File: src/core/sbi_defines.vh
// opcode encodings, field positions and reset values for the sbi executor
// assumes 14-bit instruction words as delivered by the fetch stage
`ifndef SBI_DEFINES_VH
`define SBI_DEFINES_VH
`define SBI_OPC_DEC_SKIP   6'h0B
`define SBI_OPC_INC_SKIP   6'h0F
`define SBI_OPC_ADD_ONE    6'h0A
`define SBI_OPC_OR_LIT     6'h38
`define SBI_OPC_JUMP       3'h5
`define SBI_NOP_WORD       14'h0000
`define SBI_ACC_RST        8'h00
`define SBI_PC_RST         13'h0000
`define SBI_DEST_BIT       7
`define SBI_LATCH_LO       3
`define SBI_LATCH_HI       4
`endif

File: src/core/sbi_core.v
// executes skip, jump, or-literal and increment instructions of an 8-bit core
// assumes fetch supplies one instruction word per valid cycle and the file
// array returns read data combinationally for file_addr
//
// Overview of operation
// - dec_and_skip_on_null subtracts one from a file register, result to acc or file by d.
// - a zero result of dec_and_skip_on_null turns the next instruction into a no-op.
// - inc_and_skip_on_null adds one, stores by d, keeps flags and skips on a zero result.
// - unconditional_jump loads k into pc 10:0 and upper_jump_latch 4:3 into pc 12:11.
// - unconditional_jump is always taken, costs two cycles and keeps the flags.
// - or_literal_into_acc ors an 8-bit literal into acc and updates the zero flag.
// - add_one_to_reg adds one, stores by d and updates the zero flag.
// - the zero flag is set exactly when an updating instruction's result is all zeros.
`include "sbi_defines.vh"
module sbi_core
#(
   parameter PC_W = 13
)
(
   input  wire             clk_sys,
   input  wire             rst_n,
   input  wire             instr_valid,
   input  wire [13:0]      instr_word,
   input  wire [7:0]       upper_jump_latch,
   input  wire [7:0]       file_rdata,
   output wire [6:0]       file_addr,
   output reg              file_we_ff,
   output reg  [6:0]       file_waddr_ff,
   output reg  [7:0]       file_wdata_ff,
   output reg  [7:0]       acc_ff,
   output reg              zero_flag_ff,
   output reg  [PC_W-1:0]  pc_ff,
   output reg              squash_ff,
   output reg              busy_ff
);
   localparam ST_RUN  = 2'b01;
   localparam ST_NOP  = 2'b10;
   reg  [1:0]      state_ff;
   reg  [1:0]      nxt_state;
   reg  [7:0]      nxt_acc;
   reg             nxt_zero;
   reg  [PC_W-1:0] nxt_pc;
   reg             nxt_we;
   reg  [1:0]      op_sel;
   reg             is_dec_skip;
   reg             is_inc_skip;
   reg             is_add_one;
   reg             is_or_lit;
   reg             is_jump;
   wire [7:0]      alu_res;
   wire            alu_null;
   wire            to_file;

   // pc advance shared by executed and discarded slots
   function [PC_W-1:0] pc_next;
      input [PC_W-1:0] pc_cur;
      begin
         pc_next = pc_cur + {{(PC_W-1){1'b0}}, 1'b1};
      end
   endfunction

   // six-bit opcode field match, used by all four byte-wide forms
   function op_hit;
      input [13:0] word;
      input [5:0]  code;
      begin
         op_hit = (word[13:8] == code);
      end
   endfunction

   assign file_addr = instr_word[6:0];
   assign to_file   = instr_word[`SBI_DEST_BIT];

   sbi_alu u_alu
   (
      .operand_a (is_or_lit ? acc_ff : file_rdata),
      .operand_b (instr_word[7:0]),
      .op_sel    (op_sel),
      .result    (alu_res),
      .is_null   (alu_null)
   );

   always @*
   begin
      is_dec_skip = op_hit(instr_word, `SBI_OPC_DEC_SKIP);
      is_inc_skip = op_hit(instr_word, `SBI_OPC_INC_SKIP);
      is_add_one  = op_hit(instr_word, `SBI_OPC_ADD_ONE);
      is_or_lit   = op_hit(instr_word, `SBI_OPC_OR_LIT);
      is_jump     = (instr_word[13:11] == `SBI_OPC_JUMP);
      op_sel      = 2'h0;
      if (is_inc_skip || is_add_one)
         op_sel = 2'h1;
      else if (is_dec_skip)
         op_sel = 2'h2;
      else if (is_or_lit)
         op_sel = 2'h3;
   end

   always @*
   begin
      nxt_state = state_ff;
      nxt_acc   = acc_ff;
      nxt_zero  = zero_flag_ff;
      nxt_pc    = pc_ff;
      nxt_we    = 1'b0;
      case (state_ff)
         ST_RUN:
         begin
            if (instr_valid)
            begin
               nxt_pc = pc_next(pc_ff);
               if (is_dec_skip || is_inc_skip || is_add_one)
               begin
                  // destination by d for all three step forms
                  if (to_file)
                     nxt_we = 1'b1;
                  else
                     nxt_acc = alu_res;
                  if (is_add_one)
                     nxt_zero = alu_null;
                  // skip forms leave the flags alone
                  if (!is_add_one && alu_null)
                     nxt_state = ST_NOP;
               end
               else if (is_or_lit)
               begin
                  nxt_acc  = alu_res;
                  nxt_zero = alu_null;
               end
               else if (is_jump)
               begin
                  // flags untouched; second cycle is the flushed fetch
                  nxt_pc = {upper_jump_latch[`SBI_LATCH_HI:`SBI_LATCH_LO],
                            instr_word[10:0]};
                  nxt_state = ST_NOP;
               end
            end
         end
         ST_NOP:
         begin
            // the word now on the fetch port is discarded, pc still advances
            if (instr_valid)
            begin
               nxt_pc    = pc_next(pc_ff);
               nxt_state = ST_RUN;
            end
         end
         default:
            nxt_state = ST_RUN;
      endcase
   end

   // slot sequencer: one-hot run or discard
   always @(posedge clk_sys)
   begin
      if (!rst_n)
      begin
         state_ff <= ST_RUN;
      end
      else
      begin
         state_ff <= nxt_state;
      end
   end

   // accumulator and zero flag move only on an executed slot
   always @(posedge clk_sys)
   begin
      if (!rst_n)
      begin
         acc_ff       <= `SBI_ACC_RST;
         zero_flag_ff <= 1'b0;
      end
      else
      begin
         acc_ff       <= nxt_acc;
         zero_flag_ff <= nxt_zero;
      end
   end

   // program counter, frozen while valid is low
   always @(posedge clk_sys)
   begin
      if (!rst_n)
      begin
         pc_ff <= `SBI_PC_RST;
      end
      else
      begin
         pc_ff <= nxt_pc;
      end
   end

   // write port: data and address follow every cycle, only the strobe qualifies
   always @(posedge clk_sys)
   begin
      if (!rst_n)
      begin
         file_we_ff    <= 1'b0;
         file_waddr_ff <= 7'h00;
         file_wdata_ff <= 8'h00;
      end
      else
      begin
         file_we_ff    <= nxt_we;
         file_waddr_ff <= file_addr;
         file_wdata_ff <= alu_res;
      end
   end

   // squash marks the slot whose fetched word is thrown away
   always @(posedge clk_sys)
   begin
      if (!rst_n)
      begin
         squash_ff <= 1'b0;
         busy_ff   <= 1'b0;
      end
      else
      begin
         squash_ff <= (nxt_state == ST_NOP);
         busy_ff   <= (nxt_state == ST_NOP);
      end
   end
endmodule

File: src/core/sbi_alu.v
// combinational step unit: plus or minus one, or literal or, with zero test
// assumes operands are stable within the cycle that reads the result
module sbi_alu
(
   input  wire [7:0] operand_a,
   input  wire [7:0] operand_b,
   input  wire [1:0] op_sel,
   output reg  [7:0] result,
   output wire       is_null
);
   always @*
   begin
      case (op_sel)
         2'h1:    result = operand_a + 8'h01;
         2'h2:    result = operand_a - 8'h01;
         2'h3:    result = operand_a | operand_b;
         default: result = operand_a;
      endcase
   end
   // 8-bit result wraps, so the zero test sees the wrapped value
   assign is_null = (result == 8'h00);
endmodule

File: config.mk
export PLATFORM = sky130hd
export DESIGN_NAME = sbi_core
export DESIGN_NICKNAME = d
export VERILOG_FILES = /design/src/core/sbi_core.v /design/src/core/sbi_alu.v
export VERILOG_INCLUDE_DIRS = /design/src /design/src/core
export SDC_FILE = /design/constraint.sdc
export NUM_CORES = 1
export LEC_CHECK = 0
export BUFFER_PORTS_ARGS = -buffer_cell sky130_fd_sc_hd__buf_4
export CORE_ASPECT_RATIO = 1.25
export CORE_MARGIN = 2
export CORE_UTILIZATION = 45
export DETAILED_ROUTE_END_ITERATION = 7
export GPL_TIMING_DRIVEN = 0
export PLACE_DENSITY = 0.71
export SKIP_CTS_REPAIR_TIMING = 1
export SYNTH_ARGS = -nofsm -noshare
export SYNTH_HDL_FRONTEND = slang
export SYNTH_HIERARCHICAL = 1
export SYNTH_SLANG_ARGS = --single-unit
File: constraint.sdc
create_clock -name clk_sys -period 7.6 [get_ports clk_sys]
set_clock_uncertainty 0.05 [all_clocks]
set_input_delay 1.14 -clock clk_sys [delete_from_list [all_inputs] [get_ports clk_sys]]
set_output_delay 1.14 -clock clk_sys [all_outputs]
set_load 0.01 [all_outputs]
==> results of run 1 <==
logic make-up (layout without fill, tap and decap cells):
group | after synthesis | count (layout)
adder cells (fa/ha/maj) | 9 | 9
buffers and inverters | 52 | 130
multiplexers | 18 | 18
flip-flops | 41 | 41
XOR/XNOR | 5 | 5
AND/OR/NAND/NOR | 125 | 125
AO/OA/AOI/OAI | 91 | 91
cell usage in the layout, fill, tap and decap left out, types with 10 or more instances in the layout:
master,synthesis,final
buf_4,11,81
dfxtp_1,41,41
nand2_1,36,36
inv_1,24,24
a21oi_1,23,23
o21ai_0,16,16
nor2_1,14,14
clkbuf_1,11,11
nor3_1,10,10
nand3_1,10,10
mux2i_1,10,10
tightest hold or removal path, cell delays in order (launching register included):
cell and delay, ns:
dfxtp_1 0.33, nand2_1 0.05, mux2i_1 0.06
metrics by stage:
stage                     instance area, um2  worst slack, ns  total power [mW]  util, %
after floorplan                         2740             2.67             0.318        -
after global placement                  3370             2.20             0.366     57.6
after detailed placement                3370             2.15             0.368     57.6
after CTS                               3490             2.46             0.547     59.5
after global routing                    3490             2.12             0.574     59.5
final                                   3490             2.41             0.546     59.5
routing by layer:
layer  global-route usage, %  vias to the layer above  share of wire [%]
met2                    40.0                      108                 52
met4                    8.03                        0                1.7
li1                        -                     1396                  -
met5                       0                        -                  0
met1                    28.1                     1366                 41
met3                    2.44                       16                4.8
flip-flops by register name, summed over array words and instances (netlist names):
register	flops
busy_ff	1
file_waddr_ff	7
state_ff	2
pc_ff	13
acc_ff	8
file_we_ff	1
file_wdata_ff	8
zero_flag_ff	1
how the worst max path moves through the flow:
| stage | endpoint | slack (ns) |
|---|---|---|
| 4_1_cts | busy_ff | 2.46 |
| 5_1_grt | busy_ff | 2.12 |
| 3_3_place_gp | busy_ff | 2.20 |
| 6_report | busy_ff | 2.41 |
| 3_5_place_dp | busy_ff | 2.15 |
| 2_1_floorplan | busy_ff | 2.67 |
power by group through the flow:
stage	clock network (mW)	registers, mW	logic, mW
finish	0.181	0.235	0.130
global placement	0	0.239	0.127
floorplan	0	0.243	0.0743
CTS	0.184	0.235	0.129
global route	0.194	0.237	0.143
detailed placement	0	0.240	0.128
final cells by class:
type | count | area share, %
buffer | 27 | 4.45
clock buffer | 5 | 1.97
sequential | 41 | 23.5
timing repair buffer | 70 | 15.1
multi-input combinational | 248 | 48.0
tap | 82 | 2.94
inverter | 25 | 2.69
clock inverter | 3 | 1.33
==> flow_metrics.py, run 1 <==
metrics = {
    "yosys": {
        "synth.most_common_cell": "dfxtp_1",
        "synth_cell_types": 66,
        "ys_seq_area_share_pct": 29.9,
        "synth_top_area_share_pct": 29.9,
        "synth_area_um2": 2740,
        "synthAdderAreaFrac_pct": 4.11,
        "synth_xor_area_share_pct": 1.60,
        "netlist_top_cells_area": "dfxtp_1 30%, nand2_1 4.9%, a21oi_1 4.2%, ha_1 4.1%, mux2i_1 3.6%",
        "yosysWarnings": 6,
        "synth_top_family_by_area": "simple AND/OR/NAND/NOR gates",
        "synth_ff_type": "dfxtp_1",
        "syn_nets": 383,
        "synth-compound-area-share_pct": 22.4,
        "netlist_instances": 341,
        "synth_seq_cells": 41,
        "ys_async_sr_fraction_pct": 0,
        "synthMuxAreaShare_pct": 6.93,
        "synth.largest_area_cell": "dfxtp_1",
        "ys_top_cells_by_count": "41 x dfxtp_1, 36 x nand2_1, 24 x inv_1",
        "synth_edf_count": 0,
        "yosys.area_share.simple_pct": 26.0,
        "syn_avg_cell_area_um2": 8.04,
    },
    "floorplanning": {
        "rows": 31,
        "die-area_um2": 6740,
        "core_um2": 5860,
        "start_util_pct": 46.8,
        "ioPinCount": 80,
        "die_x_um": 73.8,
        "fp.dieH_um": 91.3,
    },
    "setup_path": {
        "rrSetupSlack_ns": 4.37,
        "path_delay_family": "compound AO/OA/AOI/OAI gates",
        "crit_start": "instr_word[13]",
        "timing.rr.start": "acc_ff[1]",
        "path_buf_inv": 4,
        "worstSetupPathDepth": 19,
        "setup.worst_path.start_class": "input pin",
        "reg2regPathDepth": 14,
        "crit_chain": "buf_2 > or3b_2 > a211o_1 > a21boi_0 > inv_1 > ha_1 > buf_4 > xor2_1 > ha_1 > inv_1 > o311a_1 > a221oi_2 > xnor2_1 > o22ai_1 > nor4_2 > a31oi_1 > nor3_1 > a21oi_1 > and3b_1",
        "crit_fanout": 10,
        "cpPeakStageDelay_ns": 0.49,
        "cp.required_ns": 7.79,
        "critPathSlowestCell": "or3b_2",
        "critPathCaptureType": "register",
        "r2r_end": "busy_ff",
        "arrival_ns": 5.38,
        "crit_type": "in2reg",
    },
    "sta": {
        "timing_worst_slew_pin_value_ns": 0.640,
        "rsz0062_at_grt": "no",
        "hold_viol": 0,
        "slew_violations": 0,
        "min_period_ns": 5.19,
        "slew_headroom_pct": 57.3,
        "period_share_pct": 68.3,
        "clock.fmax_mhz": 193,
        "setup_viol": 0,
        "tns_ns": 0,
        "hold_ws_ns": 0.431,
    },
    "detailed_routing": {
        "drt-total-wl_mm": 7.69,
        "drcViolationCount": 0,
        "via_count": 2886,
        "routedWlPerCell_um": 15.3,
        "via_per_inst": 5.76,
        "dr.pass1.iters": 8,
        "drtAntennaViolNets": 0,
        "drtIter0Drc": 253,
    },
    "cells_and_area": {
        "num_antenna_cells": 0,
        "nets": 460,
        "syn2layout_area_growth_pct": 27.1,
        "n_fill_cell": 543,
        "multi_input_area_um2": 1670,
        "instances_no_fill": 501,
        "seq_area_um2": 821,
        "layout-drive-gt1-share_pct": 27.7,
    },
    "placement": {
        "io_buffer_count": 70,
        "dp_hpwl_mm": 5.80,
        "dp_cells": 493,
        "place.gp.congestion": 0.890,
    },
    "grt": {
        "grt_max_degree": 15,
        "grt_pass1_vias": 2561,
        "antenna_found_initial": 0,
        "overflow": 0,
        "grt_pass1_wl_mm": 12.4,
        "grt_usage_pct": 22.8,
    },
    "hold_path": {
        "min_to": "acc_ff[6]",
        "min-delay-start": "acc_ff[6]",
        "worst_hold_path_type": "reg2reg",
        "holdPathStages": 2,
    },
    "power": {
        "powerDensity_nw_per_um2": 156,
        "peakVddDrop_mv": 0.0966,
        "power_frac_seq_pct": 43.0,
        "cellLeakagePower_nw": 1.53,
        "share_comb_of_total_power_pct": 23.8,
        "switching_share_pct": 29.9,
        "p_int_mw": 0.382,
        "switching_power_mw": 0.163,
        "power_frac_clock_pct": 33.2,
    },
    "clock_network": {
        "clkSlewWorstSetupHoldPaths_ns": 0.08,
        "cts_buffers": 5,
        "cts-root-buf": "clkbuf_8",
        "insertion_delay_ns": 0.30,
        "h-tree-depth": 2,
        "cts.sinks": 41,
        "cts_tree": "built",
        "cts_buffer_depth": 2,
    },
    "run": {
        "max_cap_viol_count": 0,
    },
    "status": {
        "status": "completed",
    },
}
(Power assumes the default switching activity.)
==> inputs of run 2 (changes only) <==
- ABC_AREA: not set -> 1
- PLACE_DENSITY: 0.71 -> 0.73
- clock period: 7.6 -> 4.5 ns (I/O delays scaled with it)
==> flow_metrics.py, run 2 <==
metrics = {
    "status": {
        "status": "completed",
    },
    "sta": {
        "min_period_ns": 3.53,
        "slew_headroom_pct": 65.6,
        "clock.fmax_mhz": 283,
        "slew_violations": 0,
        "rsz0062_at_grt": "no",
        "timing_worst_slew_pin_value_ns": 0.517,
        "setup_viol": 0,
        "hold_viol": 0,
        "tns_ns": 0,
        "period_share_pct": 78.5,
    },
    "cells_and_area": {
        "top_regs": "pc_ff (13), acc_ff (8), file_wdata_ff (8)",
        "nets": 558,
        "syn2layout_area_growth_pct": 26.7,
        "multi_input_area_um2": 1670,
        "num_antenna_cells": 0,
        "largest_register": "pc_ff",
        "n_fill_cell": 589,
        "layout-drive-gt1-share_pct": 29.0,
        "seq_area_um2": 821,
        "largest_reg_flops": 13,
        "final_cell_mix": "125 x nand2_1, 83 x buf_4, 60 x inv_1",
        "layout_commonest_cell": "nand2_1",
    },
    "floorplanning": {
        "start_util_pct": 46.8,
        "rows": 32,
        "die-area_um2": 7110,
        "ioPinCount": 80,
        "fp.dieH_um": 93.8,
        "die_x_um": 75.8,
        "core_um2": 6210,
    },
    "clock_network": {
        "clkSlewWorstSetupHoldPaths_ns": 0.08,
        "cts_buffer_depth": 2,
        "cts-root-buf": "clkbuf_8",
        "insertion_delay_ns": 0.29,
        "cts.sinks": 41,
        "cts_buffers": 5,
        "h-tree-depth": 2,
        "cts_tree": "built",
    },
    "yosys": {
        "synth_area_um2": 2900,
        "syn_nets": 478,
        "syn_avg_cell_area_um2": 6.65,
        "synth_cell_types": 41,
        "netlist_top_cells_area": "dfxtp_1 28%, nand2_1 16%, inv_1 7.8%, nand3_1 4.3%, nor2_1 4.1%",
        "ys_seq_area_share_pct": 28.3,
        "netlist_instances": 436,
        "synth_top_area_share_pct": 28.3,
        "synth.largest_area_cell": "dfxtp_1",
        "ys_async_sr_fraction_pct": 0,
        "synth_edf_count": 0,
        "synth_ff_type": "dfxtp_1",
        "yosysWarnings": 6,
        "synth_seq_cells": 41,
        "ys_top_cells_by_count": "125 x nand2_1, 60 x inv_1, 41 x dfxtp_1",
        "synth.most_common_cell": "nand2_1",
    },
    "hold_path": {
        "min-delay-start": "acc_ff[2]",
        "worst_hold_path_type": "reg2reg",
        "holdPathStages": 2,
        "min_to": "acc_ff[2]",
    },
    "run": {
        "max_cap_viol_count": 0,
    },
    "setup_path": {
        "timing.rr.start": "acc_ff[1]",
        "rrSetupSlack_ns": 1.91,
        "cp.required_ns": 4.69,
        "r2r_end": "busy_ff",
        "critPathCaptureType": "register",
        "path_buf_inv": 4,
        "setup.worst_path.start_class": "input pin",
        "crit_fanout": 10,
        "path_delay_family": "simple AND/OR/NAND/NOR gates",
        "arrival_ns": 3.72,
        "crit_top_cell": "nand2_1",
        "critPathSlowestCell": "ha_1",
        "cpPeakStageDelay_ns": 0.27,
        "crit_type": "in2reg",
        "reg2regPathDepth": 19,
    },
    "detailed_routing": {
        "via_count": 3041,
        "dr.pass1.iters": 5,
        "via_per_inst": 5.05,
        "drt-total-wl_mm": 7.76,
        "drcViolationCount": 0,
        "routedWlPerCell_um": 12.9,
        "drtAntennaViolNets": 0,
        "drtIter0Drc": 181,
    },
    "placement": {
        "io_buffer_count": 73,
        "dp_hpwl_mm": 6.06,
        "place.gp.congestion": 0.845,
    },
    "grt": {
        "grt_pass1_wl_mm": 13.0,
        "antenna_found_initial": 0,
        "grt_max_degree": 14,
        "grt_pass1_vias": 2915,
        "grt_usage_pct": 23.3,
        "overflow": 0,
    },
    "power": {
        "powerDensity_nw_per_um2": 264,
        "cellLeakagePower_nw": 1.95,
        "total_power_mw": 0.971,
        "peakVddDrop_mv": 0.130,
    },
}
run 2: worst max-delay path by stage:
| stage | startpoint | endpoint | slack (ns) | depth (start not counted) |
|---|---|---|---|---|
| after CTS | instr_word[10] | busy_ff | 0.99 | 26 |
| after detailed placement | instr_word[10] | state_ff[0] | 0.69 | 25 |
| after floorplan | instr_word[12] | busy_ff | 1.23 | 25 |
| after global routing | instr_word[10] | busy_ff | 0.69 | 26 |
| final | instr_word[10] | busy_ff | 0.97 | 26 |
| after global placement | instr_word[10] | busy_ff | 0.72 | 26 |
run 2: kinds of logic after synthesis:
group,share of synthesized area [%]
mux,3.45
flops,28.3
buf+inv,14.1
compound gates,14.0
xor+xnor,0.604
fa+ha+maj,3.88
simple gates,35.7
run 2: per-layer routing:
layer	vias up	GRT usage (%)	wire, um
li1	1542	-	-
met1	1352	29.0	3320
met2	130	39.8	3860
met3	17	3.65	421
met4	0	8.19	159
met5	-	0	0
run 2: area by class of cell:
type	count	area share, %
Buffer	21	4.36
Clock buffer	6	2.25
Clock inverter	2	1.02
Inverter	66	6.74
Multi-Input combinational cell	308	45.5
Sequential cell	41	22.3
Tap cell	85	2.89
Timing Repair Buffer	73	14.9
run 2: tightest hold or removal path: stages (launching register included):
cell,delay [ns]
dfxtp_1,0.33
a21oi_2,0.10
nor2_1,0.05
run 2: per-stage QoR:
| stage | setup slack (ns) | util, % | instance area [um2] | hold WS, ns | instances |
|---|---|---|---|---|---|
| final | 0.967 | 59.2 | 3680 | 0.462 | 602 |
| after global routing | 0.687 | 59.2 | 3680 | 0.488 | 602 |
| after global placement | 0.716 | 57.3 | 3560 | 0.443 | 594 |
| after CTS | 0.991 | 59.2 | 3680 | 0.468 | 602 |
| after detailed placement | 0.689 | 57.3 | 3560 | 0.455 | 594 |
| after floorplan | 1.23 | - | 2900 | 0.459 | 436 |
run 2: where the power goes:
group | switching (mW) | internal [mW]
clock network | 0.130 | 0.180
registers | 0.0188 | 0.386
logic | 0.143 | 0.112
==> inputs of run 3 (changes only) <==
- PLACE_DENSITY: 0.73 -> 0.7
- clock period: 4.5 -> 3.5 ns (I/O delays scaled with it)
==> flow_metrics.py, run 3 (same netlist as run 2, synthesis figures left out) <==
metrics = {
    "status": {
        "status": "completed",
    },
    "cells_and_area": {
        "final_area_um2": 3680,
        "nets": 558,
        "largest_reg_flops": 13,
        "layout_commonest_cell": "nand2_1",
        "syn2layout_area_growth_pct": 26.8,
        "layout-drive-gt1-share_pct": 29.4,
        "num_antenna_cells": 0,
        "largest_register": "pc_ff",
        "top_regs": "pc_ff (13), acc_ff (8), file_wdata_ff (8)",
        "instances_no_fill": 602,
        "final_cell_mix": "125 x nand2_1, 84 x buf_4, 60 x inv_1",
    },
    "sta": {
        "hold_viol": 0,
        "min_period_ns": 3.25,
        "setup_viol": 0,
        "timing_worst_slew_pin_value_ns": 0.504,
        "hold_ws_ns": 0.406,
        "slew_violations": 0,
        "slew_headroom_pct": 66.4,
        "period_share_pct": 92.9,
        "rsz0062_at_grt": "no",
        "clock.fmax_mhz": 308,
    },
    "run": {
        "max_cap_viol_count": 0,
    },
    "power": {
        "switching_share_pct": 31.0,
        "switching_power_mw": 0.384,
        "powerDensity_nw_per_um2": 337,
        "cellLeakagePower_nw": 1.95,
        "peakVddDrop_mv": 0.174,
        "power_frac_seq_pct": 42.1,
        "power_frac_clock_pct": 31.4,
        "share_comb_of_total_power_pct": 26.5,
        "p_int_mw": 0.854,
    },
    "clock_network": {
        "cts_tree": "built",
        "h-tree-depth": 2,
        "cts.sinks": 41,
        "cts_buffer_depth": 2,
        "cts-root-buf": "clkbuf_8",
        "clkSlewWorstSetupHoldPaths_ns": 0.08,
        "cts_buffers": 5,
        "insertion_delay_ns": 0.29,
    },
    "detailed_routing": {
        "drt-total-wl_mm": 7.63,
        "via_per_inst": 4.94,
        "dr.pass1.iters": 4,
        "drtIter0Drc": 133,
        "routedWlPerCell_um": 12.7,
        "drcViolationCount": 0,
        "drtAntennaViolNets": 0,
        "via_count": 2972,
    },
    "grt": {
        "grt_usage_pct": 23.0,
        "overflow": 0,
        "grt_pass1_wl_mm": 12.7,
        "antenna_found_initial": 0,
        "grt_pass1_vias": 2751,
        "grt_max_degree": 15,
    },
    "setup_path": {
        "crit_fanout": 10,
        "cp.required_ns": 3.68,
        "path_buf_inv": 4,
        "crit_type": "in2reg",
        "worstSetupPathDepth": 26,
        "critPathCaptureType": "register",
        "arrival_ns": 3.44,
        "path_delay_family": "simple AND/OR/NAND/NOR gates",
        "cpPeakStageDelay_ns": 0.27,
        "reg2regPathDepth": 20,
        "critPathSlowestCell": "ha_1",
        "setup.worst_path.start_class": "input pin",
        "crit_top_cell": "nand2_1",
    },
    "placement": {
        "place_area_um2": 3560,
        "dp_cells": 594,
        "dp_hpwl_mm": 6.10,
        "io_buffer_count": 73,
        "place.gp.congestion": 0.870,
    },
    "hold_path": {
        "worst_hold_path_type": "in2reg",
        "holdPathStages": 3,
    },
    "floorplanning": {
        "die-area_um2": 7110,
        "ioPinCount": 80,
        "die_x_um": 75.8,
        "rows": 32,
        "core_um2": 6210,
        "start_util_pct": 46.8,
        "fp.dieH_um": 93.8,
    },
}
-- run 3: path summary, 6_finish.rpt --
kind,startpoint,to,slack (ns)
worst min register to register,acc_ff[3],acc_ff[3],0.46
worst max-delay path,instr_word[10],busy_ff,0.25
worst min-delay path,instr_word[2],file_waddr_ff[2],0.41
worst max register to register,acc_ff[1],busy_ff,0.95
-- run 3: area by class of cell --
class	instances	area [um2]
Buffer	21	163
Inverter	66	248
Multi-Input combinational cell	308	1680
Sequential cell	41	821
Fill cell	603	2530
Tap cell	85	106
Clock inverter	3	46.3
Timing Repair Buffer	73	548
Clock buffer	5	68.8
-- run 3: power groups by stage --
stage               clock (mW)  sequential [mW]  combinational [mW]
floorplan                    0            0.540               0.191
global placement             0            0.530               0.321
detailed placement           0            0.531               0.328
CTS                      0.397            0.520               0.329
global route             0.420            0.525               0.371
finish                   0.389            0.521               0.329
-- run 3: through the flow --
stage	utilization, %	total power [mW]	setup WS [ns]	setup TNS [ns]
after floorplan	-	0.731	0.384	0
after global placement	57.3	0.852	-0.139	-0.316
final	59.3	1.24	0.250	0
after CTS	59.2	1.25	0.133	0
after detailed placement	57.3	0.859	-0.159	-0.377
after global routing	59.3	1.32	0.00796	0
-- run 3: worst reg2reg max path: stages, from the launching register on --
cell and delay (ns):
dfxtp_1 0.33, mux2_2 0.33, nand2_1 0.10, inv_2 0.05, nor2_4 0.09, ha_1 0.23, a21oi_1 0.13, nand2_1 0.06
o21ai_0 0.11, nand2_1 0.09, nor2_1 0.12, nand2_1 0.06, nor2_1 0.08, nand2_1 0.07, nor2_2 0.13, nand3_1 0.09
nand2_1 0.06, nand2_1 0.07, nand2_1 0.08, nand2_1 0.06, nor2_1 0.11
-- run 3: per-layer routing --
metal  up-vias  GRT usage (%)  wire, um
met1      1342           29.9      3330
li1       1540              -         -
met2        82           38.6      3870
met3         8           3.76       344
met4         0           5.70        93
met5         -              0         0
